File: src/crw_pkg.sv
// Shared register map, field positions, reset values and timing counts.
`default_nettype none
package crw_pkg;
  localparam int unsigned ADDR_W = 8;
  // Register indexes; the bus byte address is four times the index.
  localparam logic [7:0] IDX_WDG_CTRL = 8'h2A;
  localparam logic [7:0] IDX_CLK_CTRL = 8'h2C;
  localparam logic [7:0] IDX_BEEP_CTRL = 8'h2D;
  localparam logic [7:0] ADDR_WDG_CTRL = 8'(IDX_WDG_CTRL * 4);
  localparam logic [7:0] ADDR_CLK_CTRL = 8'(IDX_CLK_CTRL * 4);
  localparam logic [7:0] ADDR_BEEP_CTRL = 8'(IDX_BEEP_CTRL * 4);
  // Register select codes.
  localparam logic [1:0] SEL_NONE = 2'h0;
  localparam logic [1:0] SEL_WDG = 2'h1;
  localparam logic [1:0] SEL_CLK = 2'h2;
  localparam logic [1:0] SEL_BEEP = 2'h3;
  // Field positions.
  localparam int unsigned WDG_ACT_BIT = 7;
  localparam int unsigned WDG_TOP_BIT = 6;
  localparam int unsigned CLK_OUT_BIT = 7;
  localparam int unsigned CLK_DIV_LSB = 5;
  localparam int unsigned CLK_SLOW_BIT = 4;
  localparam int unsigned CLK_TB_LSB = 2;
  localparam int unsigned CLK_IE_BIT = 1;
  localparam int unsigned CLK_FLAG_BIT = 0;
  localparam int unsigned BEEP_SEL_LSB = 0;
  // Reset values.
  localparam logic [7:0] WDG_CTRL_RST = 8'h7F;
  localparam logic [7:0] CLK_CTRL_RST = 8'h00;
  localparam logic [7:0] BEEP_CTRL_RST = 8'h00;
  // Timing counts in oscillator-half cycles unless noted.
  localparam int unsigned WDG_TICK_CYC = 16384;
  localparam int unsigned TB_PER_0 = 16000;
  localparam int unsigned TB_PER_1 = 32000;
  localparam int unsigned TB_PER_2 = 80000;
  localparam int unsigned TB_PER_3 = 200000;
  localparam int unsigned BEEP_HALF_1 = 2000;
  localparam int unsigned BEEP_HALF_2 = 4000;
  localparam int unsigned BEEP_HALF_3 = 8000;
  // Watchdog restart delays, in CPU clocks.
  localparam int unsigned RESUME_SHORT_CLK = 256;
  localparam int unsigned RESUME_LONG_CLK = 4096;
  // Bus responses.
  localparam logic [1:0] RESP_OKAY = 2'h0;
  localparam logic [1:0] RESP_SLVERR = 2'h2;
  // Power states, Gray coded only between run and active halt; run to full halt flips both bits.
  typedef enum logic [1:0] {
    PWR_RUN = 2'h0,
    PWR_AHALT = 2'h1,
    PWR_HALT = 2'h3
  } crw_pwr_t;
endpackage : crw_pkg
`default_nettype wire

File: src/crw_ctrl.sv
// Clock controller with time base, clock-out, beeper and watchdog.
`default_nettype none
module crw_ctrl
  import crw_pkg::*;
#(
  parameter int unsigned WDG_TICK = WDG_TICK_CYC,
  parameter int unsigned TB_P0 = TB_PER_0,
  parameter int unsigned TB_P1 = TB_PER_1,
  parameter int unsigned TB_P2 = TB_PER_2,
  parameter int unsigned TB_P3 = TB_PER_3
) (
  // Clock and reset.
  input wire logic aclk,
  input wire logic aresetn,
  // Register bus, write side.
  input wire logic [ADDR_W-1:0] awaddr,
  input wire logic awvalid,
  output logic awready,
  input wire logic [31:0] wdata,
  input wire logic [3:0] wstrb,
  input wire logic wvalid,
  output logic wready,
  output logic [1:0] bresp,
  output logic bvalid,
  input wire logic bready,
  // Register bus, read side.
  input wire logic [ADDR_W-1:0] araddr,
  input wire logic arvalid,
  output logic arready,
  output logic [31:0] rdata,
  output logic [1:0] rresp,
  output logic rvalid,
  input wire logic rready,
  // CPU and system events.
  input wire logic halt_req,
  input wire logic ext_irq,
  input wire logic cpu_irq_mask,
  // Option straps.
  input wire logic opt_hw_watchdog,
  input wire logic halt_reset_option,
  input wire logic opt_long_resume,
  // Clock, reset and wake outputs.
  output logic cpu_clk_en,
  output logic sys_reset_req,
  output logic rtc_irq,
  output logic wake,
  output logic active_halt,
  output logic full_halt,
  // Pins.
  output logic clk_out,
  output logic clk_out_oe,
  output logic beep_out,
  output logic beep_oe
);
  crw_pwr_t pwr_q;
  logic aw_have_q, w_have_q, bvalid_q, rvalid_q, wlane_q;
  logic [ADDR_W-1:0] awaddr_q;
  logic [7:0] wbyte_q, rbyte_q;
  logic [1:0] bresp_q, rresp_q;
  logic watchdog_activate_q, t6_prev_q;
  logic [6:0] wdg_cnt_q;
  logic [13:0] wdg_pre_q;
  logic [12:0] resume_q;
  logic resume_arm_q;
  logic clock_out_select_q, slow_select_q;
  logic timebase_irq_enable_q, timebase_flag_q;
  logic [1:0] slow_divider_select_q, timebase_select_q, tb_act_q;
  logic [1:0] beep_freq_select_q;
  logic [3:0] div_q;
  logic [17:0] rtc_cnt_q;
  logic cpu_clk_en_q, sys_reset_req_q, rtc_irq_q, wake_q;
  logic clk_out_q, clk_out_oe_q;

  function automatic logic [1:0] reg_sel(input logic [ADDR_W-1:0] a);
    if (a == ADDR_WDG_CTRL) begin
      return SEL_WDG;
    end else if (a == ADDR_CLK_CTRL) begin
      return SEL_CLK;
    end else if (a == ADDR_BEEP_CTRL) begin
      return SEL_BEEP;
    end else begin
      return SEL_NONE;
    end
  endfunction : reg_sel

  function automatic logic [17:0] tb_last(input logic [1:0] s);
    case (s)
      2'h0: return 18'(TB_P0 - 1);
      2'h1: return 18'(TB_P1 - 1);
      2'h2: return 18'(TB_P2 - 1);
      default: return 18'(TB_P3 - 1);
    endcase
  endfunction : tb_last

  // Bus writes land only while running, since halted registers are frozen.
  wire do_write = aw_have_q && w_have_q && !bvalid_q;
  wire wr_ok = do_write && wlane_q && pwr_q == PWR_RUN;
  wire wr_wdg = wr_ok && reg_sel(awaddr_q) == SEL_WDG;
  wire wr_clk = wr_ok && reg_sel(awaddr_q) == SEL_CLK;
  wire wr_beep = wr_ok && reg_sel(awaddr_q) == SEL_BEEP;
  wire rd_take = arvalid && arready;
  wire rd_clk = rd_take && reg_sel(araddr) == SEL_CLK;

  wire run_st = pwr_q == PWR_RUN;
  wire halt_exec = halt_req && run_st;
  wire halt_rst = halt_exec && !timebase_irq_enable_q && halt_reset_option;
  wire halt_enter = halt_exec && !timebase_irq_enable_q && !halt_reset_option;
  wire halt_exit = pwr_q == PWR_HALT && ext_irq;
  wire wdg_on = watchdog_activate_q || opt_hw_watchdog;
  wire wdg_run = run_st && resume_q == 13'h0000 && !resume_arm_q;
  wire wdg_tick = wdg_run && wdg_pre_q == 14'(WDG_TICK - 1);
  wire wdg_fire = wdg_on && t6_prev_q && !wdg_cnt_q[WDG_TOP_BIT]
                  && pwr_q != PWR_HALT;
  wire rtc_run = pwr_q != PWR_HALT;
  wire tb_event = rtc_run && rtc_cnt_q == tb_last(tb_act_q);
  wire [3:0] div_last = slow_select_q ?
                        4'((32'd2 << slow_divider_select_q) - 32'd1) : 4'h0;

  // Write channel: address and data are taken in either order.
  assign awready = !aw_have_q && !bvalid_q;
  assign wready = !w_have_q && !bvalid_q;
  always_ff @(posedge aclk) begin
    if (!aresetn) begin
      aw_have_q <= 1'b0;
      w_have_q <= 1'b0;
      bvalid_q <= 1'b0;
      bresp_q <= RESP_OKAY;
      awaddr_q <= '0;
      wbyte_q <= 8'h00;
      wlane_q <= 1'b0;
    end else begin
      if (awvalid && awready) begin
        aw_have_q <= 1'b1;
        awaddr_q <= awaddr;
      end
      if (wvalid && wready) begin
        w_have_q <= 1'b1;
        wbyte_q <= wdata[7:0];
        wlane_q <= wstrb[0];
      end
      if (do_write) begin
        aw_have_q <= 1'b0;
        w_have_q <= 1'b0;
        bvalid_q <= 1'b1;
        bresp_q <= reg_sel(awaddr_q) == SEL_NONE ? RESP_SLVERR : RESP_OKAY;
      end else if (bvalid_q && bready) begin
        bvalid_q <= 1'b0;
      end
    end
  end

  // Read channel; the answer comes one cycle after the address is taken.
  assign arready = !rvalid_q;
  always_ff @(posedge aclk) begin
    if (!aresetn) begin
      rvalid_q <= 1'b0;
      rresp_q <= RESP_OKAY;
      rbyte_q <= 8'h00;
    end else if (rd_take) begin
      rvalid_q <= 1'b1;
      rresp_q <= RESP_OKAY;
      if (reg_sel(araddr) == SEL_WDG) begin
        rbyte_q <= {watchdog_activate_q, wdg_cnt_q};
      end else if (reg_sel(araddr) == SEL_CLK) begin
        rbyte_q <= {clock_out_select_q, slow_divider_select_q,
                    slow_select_q, timebase_select_q,
                    timebase_irq_enable_q, timebase_flag_q};
      end else if (reg_sel(araddr) == SEL_BEEP) begin
        rbyte_q <= {6'h00, beep_freq_select_q};
      end else begin
        rbyte_q <= 8'h00;
        rresp_q <= RESP_SLVERR;
      end
    end else if (rvalid_q && rready) begin
      rvalid_q <= 1'b0;
    end
  end

  // Power state: halt, active halt and their exits.
  always_ff @(posedge aclk) begin
    if (!aresetn) begin
      pwr_q <= PWR_RUN;
    end else begin
      case (pwr_q)
        PWR_RUN: begin
          if (halt_exec && timebase_irq_enable_q) begin
            pwr_q <= PWR_AHALT;
          end else if (halt_enter) begin
            pwr_q <= PWR_HALT;
          end
        end
        PWR_AHALT: begin
          if (ext_irq || tb_event) begin
            pwr_q <= PWR_RUN;
          end
        end
        PWR_HALT: begin
          if (ext_irq) begin
            pwr_q <= PWR_RUN;
          end
        end
        default: pwr_q <= PWR_RUN;
      endcase
    end
  end

  always_ff @(posedge aclk) begin
    if (!aresetn) begin
      wake_q <= 1'b0;
    end else begin
      wake_q <= (pwr_q == PWR_AHALT && (ext_irq || tb_event)) || halt_exit;
    end
  end

  // Watchdog register; the activate bit can only be set here.
  always_ff @(posedge aclk) begin
    if (!aresetn) begin
      watchdog_activate_q <= WDG_CTRL_RST[WDG_ACT_BIT];
      wdg_cnt_q <= WDG_CTRL_RST[6:0];
    end else if (wr_wdg) begin
      watchdog_activate_q <= watchdog_activate_q
                             | wbyte_q[WDG_ACT_BIT];
      wdg_cnt_q <= wbyte_q[6:0];
    end else if (wdg_tick || halt_enter) begin
      wdg_cnt_q <= wdg_cnt_q - 7'h01;
    end
  end

  // Prescaler phase is unknown to software, so timeouts vary by one tick.
  always_ff @(posedge aclk) begin
    if (!aresetn) begin
      wdg_pre_q <= 14'h0000;
      t6_prev_q <= WDG_CTRL_RST[WDG_TOP_BIT];
    end else begin
      t6_prev_q <= wdg_cnt_q[WDG_TOP_BIT];
      if (wdg_tick) begin
        wdg_pre_q <= 14'h0000;
      end else if (wdg_run) begin
        wdg_pre_q <= wdg_pre_q + 14'h0001;
      end
    end
  end

  // Restart delay after a reset or after leaving full halt.
  always_ff @(posedge aclk) begin
    if (!aresetn) begin
      resume_q <= 13'h0000;
      resume_arm_q <= 1'b1;
    end else if (resume_arm_q || halt_exit) begin
      resume_arm_q <= 1'b0;
      resume_q <= opt_long_resume ? 13'(RESUME_LONG_CLK)
                                  : 13'(RESUME_SHORT_CLK);
    end else if (resume_q != 13'h0000 && cpu_clk_en_q) begin
      resume_q <= resume_q - 13'h0001;
    end
  end

  always_ff @(posedge aclk) begin
    if (!aresetn) begin
      sys_reset_req_q <= 1'b0;
    end else begin
      sys_reset_req_q <= wdg_fire || halt_rst;
    end
  end

  // Clock control and status register.
  always_ff @(posedge aclk) begin
    if (!aresetn) begin
      clock_out_select_q <= CLK_CTRL_RST[CLK_OUT_BIT];
      slow_divider_select_q <= CLK_CTRL_RST[CLK_DIV_LSB +: 2];
      slow_select_q <= CLK_CTRL_RST[CLK_SLOW_BIT];
      timebase_select_q <= CLK_CTRL_RST[CLK_TB_LSB +: 2];
      timebase_irq_enable_q <= CLK_CTRL_RST[CLK_IE_BIT];
    end else if (wr_clk) begin
      clock_out_select_q <= wbyte_q[CLK_OUT_BIT];
      slow_divider_select_q <= wbyte_q[CLK_DIV_LSB +: 2];
      slow_select_q <= wbyte_q[CLK_SLOW_BIT];
      timebase_select_q <= wbyte_q[CLK_TB_LSB +: 2];
      timebase_irq_enable_q <= wbyte_q[CLK_IE_BIT];
    end
  end

  // A new overflow in the cycle of the status read keeps the flag set.
  always_ff @(posedge aclk) begin
    if (!aresetn) begin
      timebase_flag_q <= CLK_CTRL_RST[CLK_FLAG_BIT];
    end else if (tb_event) begin
      timebase_flag_q <= 1'b1;
    end else if (rd_clk) begin
      timebase_flag_q <= 1'b0;
    end
  end

  always_ff @(posedge aclk) begin
    if (!aresetn) begin
      rtc_irq_q <= 1'b0;
    end else begin
      rtc_irq_q <= timebase_flag_q && timebase_irq_enable_q
                   && !cpu_irq_mask;
    end
  end

  // Time-base counter; the new period is taken only at period end.
  always_ff @(posedge aclk) begin
    if (!aresetn) begin
      rtc_cnt_q <= 18'h0_0000;
      tb_act_q <= CLK_CTRL_RST[CLK_TB_LSB +: 2];
    end else if (tb_event) begin
      rtc_cnt_q <= 18'h0_0000;
      tb_act_q <= timebase_select_q;
    end else if (rtc_run) begin
      rtc_cnt_q <= rtc_cnt_q + 18'h0_0001;
    end
  end

  // CPU clock divider; the CPU clock stops in both halt states.
  always_ff @(posedge aclk) begin
    if (!aresetn) begin
      div_q <= 4'h0;
      cpu_clk_en_q <= 1'b0;
    end else begin
      div_q <= div_q >= div_last ? 4'h0 : div_q + 4'h1;
      cpu_clk_en_q <= run_st && div_q >= div_last;
    end
  end

  // Clock-out shows the CPU rate halved, as a pin cannot follow aclk.
  always_ff @(posedge aclk) begin
    if (!aresetn) begin
      clk_out_q <= 1'b0;
      clk_out_oe_q <= 1'b0;
    end else begin
      if (pwr_q == PWR_AHALT) begin
        clk_out_q <= 1'b0;
      end else if (cpu_clk_en_q) begin
        clk_out_q <= ~clk_out_q;
      end
      clk_out_oe_q <= clock_out_select_q && pwr_q != PWR_AHALT;
    end
  end

  always_ff @(posedge aclk) begin
    if (!aresetn) begin
      beep_freq_select_q <= BEEP_CTRL_RST[BEEP_SEL_LSB +: 2];
    end else if (wr_beep) begin
      beep_freq_select_q <= wbyte_q[BEEP_SEL_LSB +: 2];
    end
  end

  crw_beep u_beep (
    .aclk(aclk),
    .aresetn(aresetn),
    .beep_freq_select(beep_freq_select_q),
    .run(rtc_run),
    .beep_out(beep_out),
    .beep_oe(beep_oe)
  );

  assign bvalid = bvalid_q;
  assign bresp = bresp_q;
  assign rvalid = rvalid_q;
  assign rresp = rresp_q;
  assign rdata = {24'h00_0000, rbyte_q};
  assign cpu_clk_en = cpu_clk_en_q;
  assign sys_reset_req = sys_reset_req_q;
  assign rtc_irq = rtc_irq_q;
  assign wake = wake_q;
  assign active_halt = pwr_q == PWR_AHALT;
  assign full_halt = pwr_q == PWR_HALT;
  assign clk_out = clk_out_q;
  assign clk_out_oe = clk_out_oe_q;
endmodule : crw_ctrl
`default_nettype wire

File: src/crw_beep.sv
// Beeper tone generator with three selectable half periods.
`default_nettype none
module crw_beep
  import crw_pkg::*;
#(
  parameter int unsigned HALF_1 = BEEP_HALF_1,
  parameter int unsigned HALF_2 = BEEP_HALF_2,
  parameter int unsigned HALF_3 = BEEP_HALF_3
) (
  // Clock and reset.
  input wire logic aclk,
  input wire logic aresetn,
  // Control.
  input wire logic [1:0] beep_freq_select,
  input wire logic run,
  // Pin.
  output logic beep_out,
  output logic beep_oe
);
  logic [13:0] cnt_q;
  logic tone_q;
  logic oe_q;
  logic [13:0] half_last;

  always_comb begin
    case (beep_freq_select)
      2'h1: half_last = 14'(HALF_1 - 1);
      2'h2: half_last = 14'(HALF_2 - 1);
      2'h3: half_last = 14'(HALF_3 - 1);
      default: half_last = 14'h0000;
    endcase
  end

  // Square wave toggles every half period, giving close to even duty.
  always_ff @(posedge aclk) begin
    if (!aresetn || beep_freq_select == 2'h0) begin
      cnt_q <= 14'h0000;
      tone_q <= 1'b0;
    end else if (run) begin
      if (cnt_q >= half_last) begin
        cnt_q <= 14'h0000;
        tone_q <= ~tone_q;
      end else begin
        cnt_q <= cnt_q + 14'h0001;
      end
    end
  end

  always_ff @(posedge aclk) begin
    if (!aresetn) begin
      oe_q <= 1'b0;
    end else begin
      oe_q <= beep_freq_select != 2'h0;
    end
  end

  assign beep_out = tone_q;
  assign beep_oe = oe_q;
endmodule : crw_beep
`default_nettype wire

File: config.mk
export PLATFORM = sky130hd
export DESIGN_NAME = crw_ctrl
export DESIGN_NICKNAME = d
export VERILOG_FILES = /design/src/crw_pkg.sv /design/src/crw_ctrl.sv /design/src/crw_beep.sv
export SDC_FILE = /design/constraint.sdc
export NUM_CORES = 1
export LEC_CHECK = 0
export ABC_AREA = 0
export BUFFER_PORTS_ARGS = -buffer_cell sky130_fd_sc_hd__buf_2
export CORE_ASPECT_RATIO = 1.4
export CORE_MARGIN = 2
export CORE_UTILIZATION = 50
export CTS_BUF_LIST = sky130_fd_sc_hd__clkbuf_2
export CTS_CLUSTER_DIAMETER = 150
export DETAILED_ROUTE_END_ITERATION = 10
export MAX_ROUTING_LAYER = met4
export PLACE_DENSITY = 0.77
export REMOVE_ABC_BUFFERS = 1
export SYNTH_ARGS = -nofsm -noshare
export SYNTH_HDL_FRONTEND = slang
export SYNTH_SLANG_ARGS = --single-unit
File: constraint.sdc
create_clock -name aclk -period 4.9 [get_ports aclk]
set_input_delay 0.245 -clock aclk [delete_from_list [all_inputs] [get_ports aclk]]
set_output_delay 0.245 -clock aclk [all_outputs]
set_load 0.02 [all_outputs]
; Word level (Yosys, flattened, before mapping)
; Index checks and enable logic that the tools add are counted.
; W data, S select, Z words.
[word_totals]
wordCells = 191
latchBits = 0
in_bits = 65
output_inout_bits = 51
ram_bits = 0
n_memories = 0
mem_bits_ro = 0
reg_bits = 128
[classes]
shifts = 1
div = 0
order_cmp = 2
n_addsub = 7
bitwise_logic = 4
n_mux = 44
n_reduce_logical = 70
eq_ne = 27
multipliers = 0
[op_table]
columns = cell, n
row1 = $pmux W18 S3, 1
row2 = $mux W2, 26
row3 = $eq A8 B8 Y1 const B, 6
row4 = $mux W13, 3
row5 = $pmux W13 S3, 1
row6 = $logic_and A1 B1 Y1, 34
row7 = $add A14 B1 Y14 const B, 2
row8 = $add A18 B1 Y18 const B, 1
row9 = $eq A18 B18 Y1, 1
row10 = $eq A2 B2 Y1 const B, 9
row11 = $mux W8, 2
row12 = $eq A14 B14 Y1 const B, 1
row13 = $ge A14 B13 Y1, 1
row14 = $mux W14, 1
row15 = $mux W7, 2
row16 = $logic_not A13 Y1, 1
row17 = $reduce_bool A13 Y1, 1
row18 = $sub A13 B1 Y13 const B, 1
row19 = $reduce_bool A2 Y1, 6
row20 = $eq A2 B1 Y1 const B, 5
row21 = $logic_not A1 Y1, 10
row22 = $reduce_or A2 Y1, 5
row23 = $logic_not A2 Y1, 4
row24 = $logic_or A1 B1 Y1, 7
row25 = other kinds (15), 24

; Logic depth before layout (Yosys ltp)
; Gate-level depths: netlist (run 1).
[depth]
depth_word = 19
ltp_mapped = 11
depth_no_buf = 10

; Hierarchy
; From an unflattened synthesis (run 1), not the netlist that was laid out.
[hier_totals]
hier_cells = 761
hier_area_um2 = 6402.4
[modules_own_cells]
columns = mod, seq_area_each_um2, area_per_inst_um2, cells_per_inst, instances
row1 = crw_ctrl, 2202.1, 5296.3, 633, 1
row2 = crw_beep, 320.3, 1106.1, 128, 1

; Worst setup path after synthesis (run 1)
; Ideal clock, no wire load.
[synth_path]
path_type = flip-flop to flip-flop
from = register beep_freq_select_q[0]
to = register u_beep.cnt_q[10]
required_time_ps = 4772
synth_period_minus_slack_ps = 2222
stages_incl_launch_ff = 11
arrival_ps = 2094
setup_slack_ps = 2678
setup_ps = 128
path_cell_list = dfxtp_1 inv_1 ha_1 inv_1 ha_1 and4_1 o221ai_1 a32oi_1 a21o_1 clkbuf_1 nor2_1
[synth_between]
elab_chain_len = 4
word_cells_on_any_way = 8
classes_between = order compare: 1 / eq/ne: 3 / mux: 2 / reduce/logical: 2
[synth_lines]
columns = element, line_no
row1 = from (decl), crw_ctrl.sv:68  ; logic [1:0] beep_freq_select_q;
row2 = from (signal assigned), crw_ctrl.sv:344  ; beep_freq_select_q <= BEEP_CTRL_RST[BEEP_SEL_LSB +: 2];
row3 = from (signal assigned), crw_ctrl.sv:346  ; beep_freq_select_q <= wbyte_q[BEEP_SEL_LSB +: 2];
row4 = $eq A2 B2 Y1 or $eq A2 B1 Y1 (tied branches), crw_beep.sv:26  ; case (beep_freq_select)
row5 = $pmux W13 S3, crw_beep.sv:26
row6 = $ge A14 B13 Y1, crw_beep.sv:40  ; if (cnt_q >= half_last) begin
row7 = $mux W14, crw_beep.sv:40
row8 = to (signal assigned), crw_beep.sv:44  ; cnt_q <= cnt_q + 14'h0001;
row9 = to (decl), crw_beep.sv:20  ; logic [13:0] cnt_q;
; Parallel ways exist; a longest one is shown, timed or not.
; A chain may end at the register's enable or synchronous reset.

; Worst setup path after layout (run 1)
[layout_path]
from = register resume_q[2]
to = register resume_q[8]
[layout_between]
elab_chain_len = 3
word_cells_on_any_way = 6
classes_between = add/sub: 1 / mux: 2 / reduce/logical: 3
[layout_lines]
columns = element, line_no
row1 = from (decl), crw_ctrl.sv:63  ; logic [12:0] resume_q;
row2 = from (signal assigned), crw_ctrl.sv:251  ; resume_q <= opt_long_resume ? 13'(RESUME_LONG_CLK)
row3 = from (signal assigned), crw_ctrl.sv:254  ; resume_q <= resume_q - 13'h0001;
row4 = $sub A13 B1 Y13 or $reduce_bool A13 Y1 (tied branches), "crw_ctrl.sv:254, crw_ctrl.sv:253"
row5 = $mux W13 or $logic_and A1 B1 Y1 (tied branches), crw_ctrl.sv:253  ; end else if (resume_q != 13'h0000 && cpu_clk_en_q) begin
row6 = $mux W13 or $reduce_bool A2 Y1 (tied branches), n/a
; Parallel ways exist; a longest one is shown, timed or not. The select of a mux whose other input is x is not followed.

==> results of run 1 <==
path summary, 6_finish.rpt:
check                  end  slack, ps  depth (start not counted)
max            resume_q[8]       2320                          7
min              aw_have_q         50                          4
min reg2reg  wdg_pre_q[13]        490                          2
max reg2reg    resume_q[8]       2320                          7
area by class of cell:
type	count	area [µm²]
Tap cell	147	184
Timing Repair Buffer	115	836
Multi-Input combinational cell	558	3300
Inverter	20	75.1
Clock buffer	20	100
Antenna cell	1	2.50
Fill cell	1051	4690
Sequential cell	126	2520
Clock inverter	12	169
registers in the layout, summed over array words and instances, names as in the netlist, 4 cells and up:
name,flops
wbyte_q,8
u_beep.cnt_q,14
rtc_cnt_q,18
resume_q,13
rbyte_q,8
wdg_pre_q,14
awaddr_q,8
wdg_cnt_q,7
div_q,4
logic make-up after synthesis:
logic type	after synthesis	synth area share (%)
AND/OR/NAND/NOR	339	27.0
flip-flops	126	41.4
AO/OA/AOI/OAI	98	10.2
buffers and inverters	69	6.05
XOR/XNOR	58	8.33
adder cells (fa/ha/maj)	23	4.72
multiplexers	14	2.30
other	1	0.0615
routing by layer:
metal / part of all wire [%] / routed length, µm / vias up / track usage [%]
met1: 42 / 5700 / 2514 / 23.4
li1: - / - / 2678 / -
met2: 52 / 7090 / 118 / 39.5
met4: 2.4 / 327 / 0 / 9.18
met5: 0 / 0 / - / -
met3: 3.8 / 523 / 30 / 4.76
where the power goes:
group	switching, mW	internal [mW]
sequential	0.0356	1.06
combinational	0.174	0.129
clock	0.379	0.337
total	0.588	1.53
cells in the final DEF, fill, tap and decap left out, types with 26 or more instances in the layout:
cell type,instances
dfxtp_1,126
nand3_1,26
xor2_1,29
xnor2_1,29
buf_2,62
dlygate4sd3_1,51
conb_1,26
a21oi_1,45
nor2_1,117
nand2_1,83
critical path: stages (launching register included):
cell and delay (ps):
dfxtp_1 390, nor4_2 440, nand4_1 360, nand3_1 370
o21a_1 160, nor3_1 40, a211oi_1 190, dlygate4sd3_1 580
==> summary.txt, run 1 <==
mapped cell area: 0.00610 mm²
synthesis-stage register bit count: 126
Sum Neg Setup Slack: 0 ps
total power: 2.12 mW
WL final: 13600 µm
register area share after synthesis: 41.4%
worst hold start: awvalid
clock root cell: clkbuf_2
CP Class: reg2reg
# H-tree levels: 4
Final nets: 926
fmax: 387 MHz
WHS: 46.2 ps
Resize count post-CTS: 0
Yosys Warn Count: 0
Total GRT Usage: 22.0%
Post-synth EDFFs: 0
setup violators final: 0
fin cells: 999
placed cell count: 915
pre-CTS setup slack: 2380 ps
Synth Instances: 728
synth unique cells: 61
final core occ: 60.5%
DIE HEIGHT: 135 µm
TritonRoute pass-1 iters: 6
Initial Util: 51.3%
Ports: 116
CP Max Fanout: 7
initial antenna violation count: 1
worst-margin pin slew: 1090 ps
Pwr Density: 295 mW/mm²
Chip Width: 97.3 µm
Hold Crit Class: in2reg
crit path from: resume_q[2]
total CTS buffers: 17
Synth area leader: dfxtp_1
Final Hold Viols: 0
Max Cap Violations: 0
Synth Area per Inst: 8.38 µm²
Setup crit end kind: flip-flop
core area: 0.0119 mm²
WL/cell: 13.6 µm
clock buffer depth: 2
top_reg_cell synth: dfxtp_1
post-synth top area share: 41.4%
worst reg2reg path startpoint: resume_q[2]
maximum vdd drop: 0.000178 V
Post-CTS Hold Fix Bufs: 51
asr flop ratio synth: 0%
IO buf count: 62
Setup Buffers After CTS: 0
fraction of layout cells with a size suffix above 1: 12.3%
Reg clk slew, reported paths: 190 ps
Slew Viols, Final: 0
drt initial violations: 246
detailed-placement wirelength estimate: 8980 µm
Die ar.: 0.0131 mm²
main area contributors after synthesis: dfxtp_1 41%, nor2_1 7.2%, nand2_1 5.1%
Final Cell Area: 0.00719 mm²
Area Growth Syn to Fin: 17.9%
Worst slew margin: 26.9%
worst skew pair latency: 710 ps
leakage power: 2.88 nW
total grt overflow: 0
critical path arrival: 3240 ps
row count: 47
DP Area: 0.00641 mm²
largest net degree at the start of global routing: 60
RSZ-0062 raised after global routing: no
Post-synth top cells: 126 x dfxtp_1, 117 x nor2_1, 83 x nand2_1
status: complete, no violations
vias per cell: 5.35
Final Wtd Congestion: 0.893
Worst EP required: 5560 ps
final worst setup slack: 2320 ps
fin crit period: 2580 ps
vias in the first global route: 5202
most common cell in the netlist: dfxtp_1
period utilisation layout: 52.7%
first-pass GRT wire length: 22900 µm
CTS Sinks: 126
antenna viol nets, final: 0
via count: 5340
Layout Skew: 28.6 ps
CTS tree: done
startpoint types: flip-flop
DRC errors left: 0
(Power assumes the default switching activity.)
==> run 2, diff against run 1 <==
--- a/config.mk
+++ b/config.mk
@@ -5,7 +5,7 @@
 export SDC_FILE = /design/constraint.sdc
 export NUM_CORES = 1
 export LEC_CHECK = 0
-export ABC_AREA = 0
+export ABC_AREA = 1
 export BUFFER_PORTS_ARGS = -buffer_cell sky130_fd_sc_hd__buf_2
 export CORE_ASPECT_RATIO = 1.4
 export CORE_MARGIN = 2
@@ -14,7 +14,7 @@
 export CTS_CLUSTER_DIAMETER = 150
 export DETAILED_ROUTE_END_ITERATION = 10
 export MAX_ROUTING_LAYER = met4
-export PLACE_DENSITY = 0.77
+export PLACE_DENSITY = 0.76
 export REMOVE_ABC_BUFFERS = 1
 export SYNTH_ARGS = -nofsm -noshare
 export SYNTH_HDL_FRONTEND = slang
==> constraint.sdc (replaced) <==
create_clock -name aclk -period 2.5 [get_ports aclk]
set_input_delay 0.125 -clock aclk [delete_from_list [all_inputs] [get_ports aclk]]
set_output_delay 0.125 -clock aclk [all_outputs]
set_load 0.02 [all_outputs]
==> summary.txt, run 2 <==
Final Hold Viols: 0
vias in the first global route: 6133
Setup crit end kind: flip-flop
CP Class: reg2reg
DRC errors left: 0
number of flip-flops under the largest register name: 18
setup violators final: 0
pre-CTS setup slack: 182 ps
fraction of layout cells with a size suffix above 1: 16.7%
CP Max Fanout: 14
clock buffer depth: 2
Final nets: 1167
total grt overflow: 0
commonest non-fill, non-tap cell in the layout: nand2_1
fin crit period: 2400 ps
placed cell count: 1181
first-pass GRT wire length: 26900 µm
worst-margin pin slew: 574 ps
synth unique cells: 50
Pwr Density: 604 mW/mm²
TritonRoute pass-1 iters: 5
vias per cell: 5.02
asr flop ratio synth: 0%
Synth area leader: dfxtp_1
Layout Skew: 36.2 ps
detailed-placement wirelength estimate: 10800 µm
IO buf count: 62
# H-tree levels: 4
worst skew pair latency: 690 ps
final worst setup slack: 105 ps
period utilisation layout: 95.8%
Fill cells: 1271
CTS tree: done
DIE HEIGHT: 144 µm
Final Wtd Congestion: 0.884
WL final: 15900 µm
drt initial violations: 250
register area share after synthesis: 36.2%
most frequent cells in the layout: 187 x nand2_1, 126 x dfxtp_1, 110 x inv_1
Worst EP required: 3100 ps
fmax: 417 MHz
row count: 51
area of the multi-input gates: 0.00376 mm²
FF/Latch Area: 0.00252 mm²
core area: 0.0138 mm²
via count: 6411
initial antenna violation count: 1
Reg clk slew, reported paths: 220 ps
largest net degree at the start of global routing: 46
Synth Instances: 953
Hold Crit Class: in2reg
critical path arrival: 2990 ps
total CTS buffers: 17
Ports: 116
maximum vdd drop: 0.000436 V
status: complete, no violations
Sum Neg Setup Slack: 0 ps
Max Cap Violations: 0
Largest Register: rtc_cnt_q
Die ar.: 0.0149 mm²
Total GRT Usage: 22.7%
Post-synth top cells: 189 x nand2_1, 126 x dfxtp_1, 110 x inv_1
Post-synth EDFFs: 0
Chip Width: 104 µm
RSZ-0062 raised after global routing: no
fin cells: 1278
mapped cell area: 0.00697 mm²
CTS Sinks: 126
most common cell in the netlist: nand2_1
leakage power: 3.58 nW
top_reg_cell synth: dfxtp_1
post-synth top area share: 36.2%
synthesis-stage register bit count: 126
Slew Viols, Final: 0
Area Growth Syn to Fin: 17.6%
Top Registers: rtc_cnt_q (18), u_beep.cnt_q (14), wdg_pre_q (14)
Yosys Warn Count: 0
Worst slew margin: 61.6%
antenna viol nets, final: 0
WL/cell: 12.4 µm
Initial Util: 50.5%
startpoint types: flip-flop
main area contributors after synthesis: dfxtp_1 36%, nand2_1 10%, inv_1 5.9%
clock root cell: clkbuf_2
Synth Area per Inst: 7.31 µm²
[run 2: final timing paths]
check	from	end	slack (ps)	cells past startpoint
setup reg to reg	bvalid	awaddr_q[6]	100	6
hold / removal	wvalid	wbyte_q[1]	100	3
hold reg to reg	resume_q[0]	resume_q[0]	480	2
setup / recovery	bvalid	awaddr_q[6]	100	6
[run 2: repair_timing]
action	4_1_cts	5_1_grt
endpoints found under the setup margin	0	20
endpoints found under the hold margin	71	2
resized for setup	0	6
hold buffers	62	1
setup buffers	0	1
[run 2: per-stage QoR]
step / instance area [µm²] / power (mW) / utilization, % / hold WS, ps
3_3_place_gp: 7280 / 3.54 / 52.9 / 333
2_1_floorplan: 6730 / 3.28 / - / 204
3_5_place_dp: 7280 / 3.56 / 52.9 / 333
5_1_grt: 8190 / 5.25 / 59.4 / 81.2
4_1_cts: 8150 / 4.95 / 59.1 / 27.1
6_report: 8190 / 4.95 / 59.4 / 103
[run 2: kinds of logic (layout without fill, tap and decap cells)]
logic type	count (synthesis)	after routing	synth area share, %
and+or+nand+nor	454	454	31.8
DFF	126	126	36.2
adders and majority gates	23	23	4.13
xor gates and xnor gates	38	38	4.78
AOI/OAI and AO/OA	142	142	11.5
other	1	27	0.0538
buffers and inverters	169	283	11.5
[run 2: worst max-delay path, stage by stage (launching register included)]
cell,delay [ps]
dfxtp_1,420
nor2_1,190
nand2_2,200
o21ai_1,250
dlygate4sd3_1,620
a21oi_1,60
dlygate4sd3_1,580
[run 2: area by class of cell]
cell class	count	share of cell area, %
inverter	123	5.70
timing repair buffer	128	11.8
sequential	126	30.8
antenna	1	0.0305
tap	185	2.83
multi-input combinational	683	45.9
clock buffer	17	1.04
clock inverter	15	1.97
[run 2: routing by layer]
layer  part of all wire (%)  global-route usage (%)  vias to the layer above
met2                     53                    42.0                      161
met1                     41                    24.3                     2931
li1                       -                       -                     3288
met4                    2.5                    9.25                        0
met5                      0                       -                        -
met3                    3.8                    3.49                       31
[run 2: report_power, final]
group          switching, mW  internal [mW]
Sequential             0.128           2.15
Clock                  0.840          0.471
Combinational          0.865          0.497
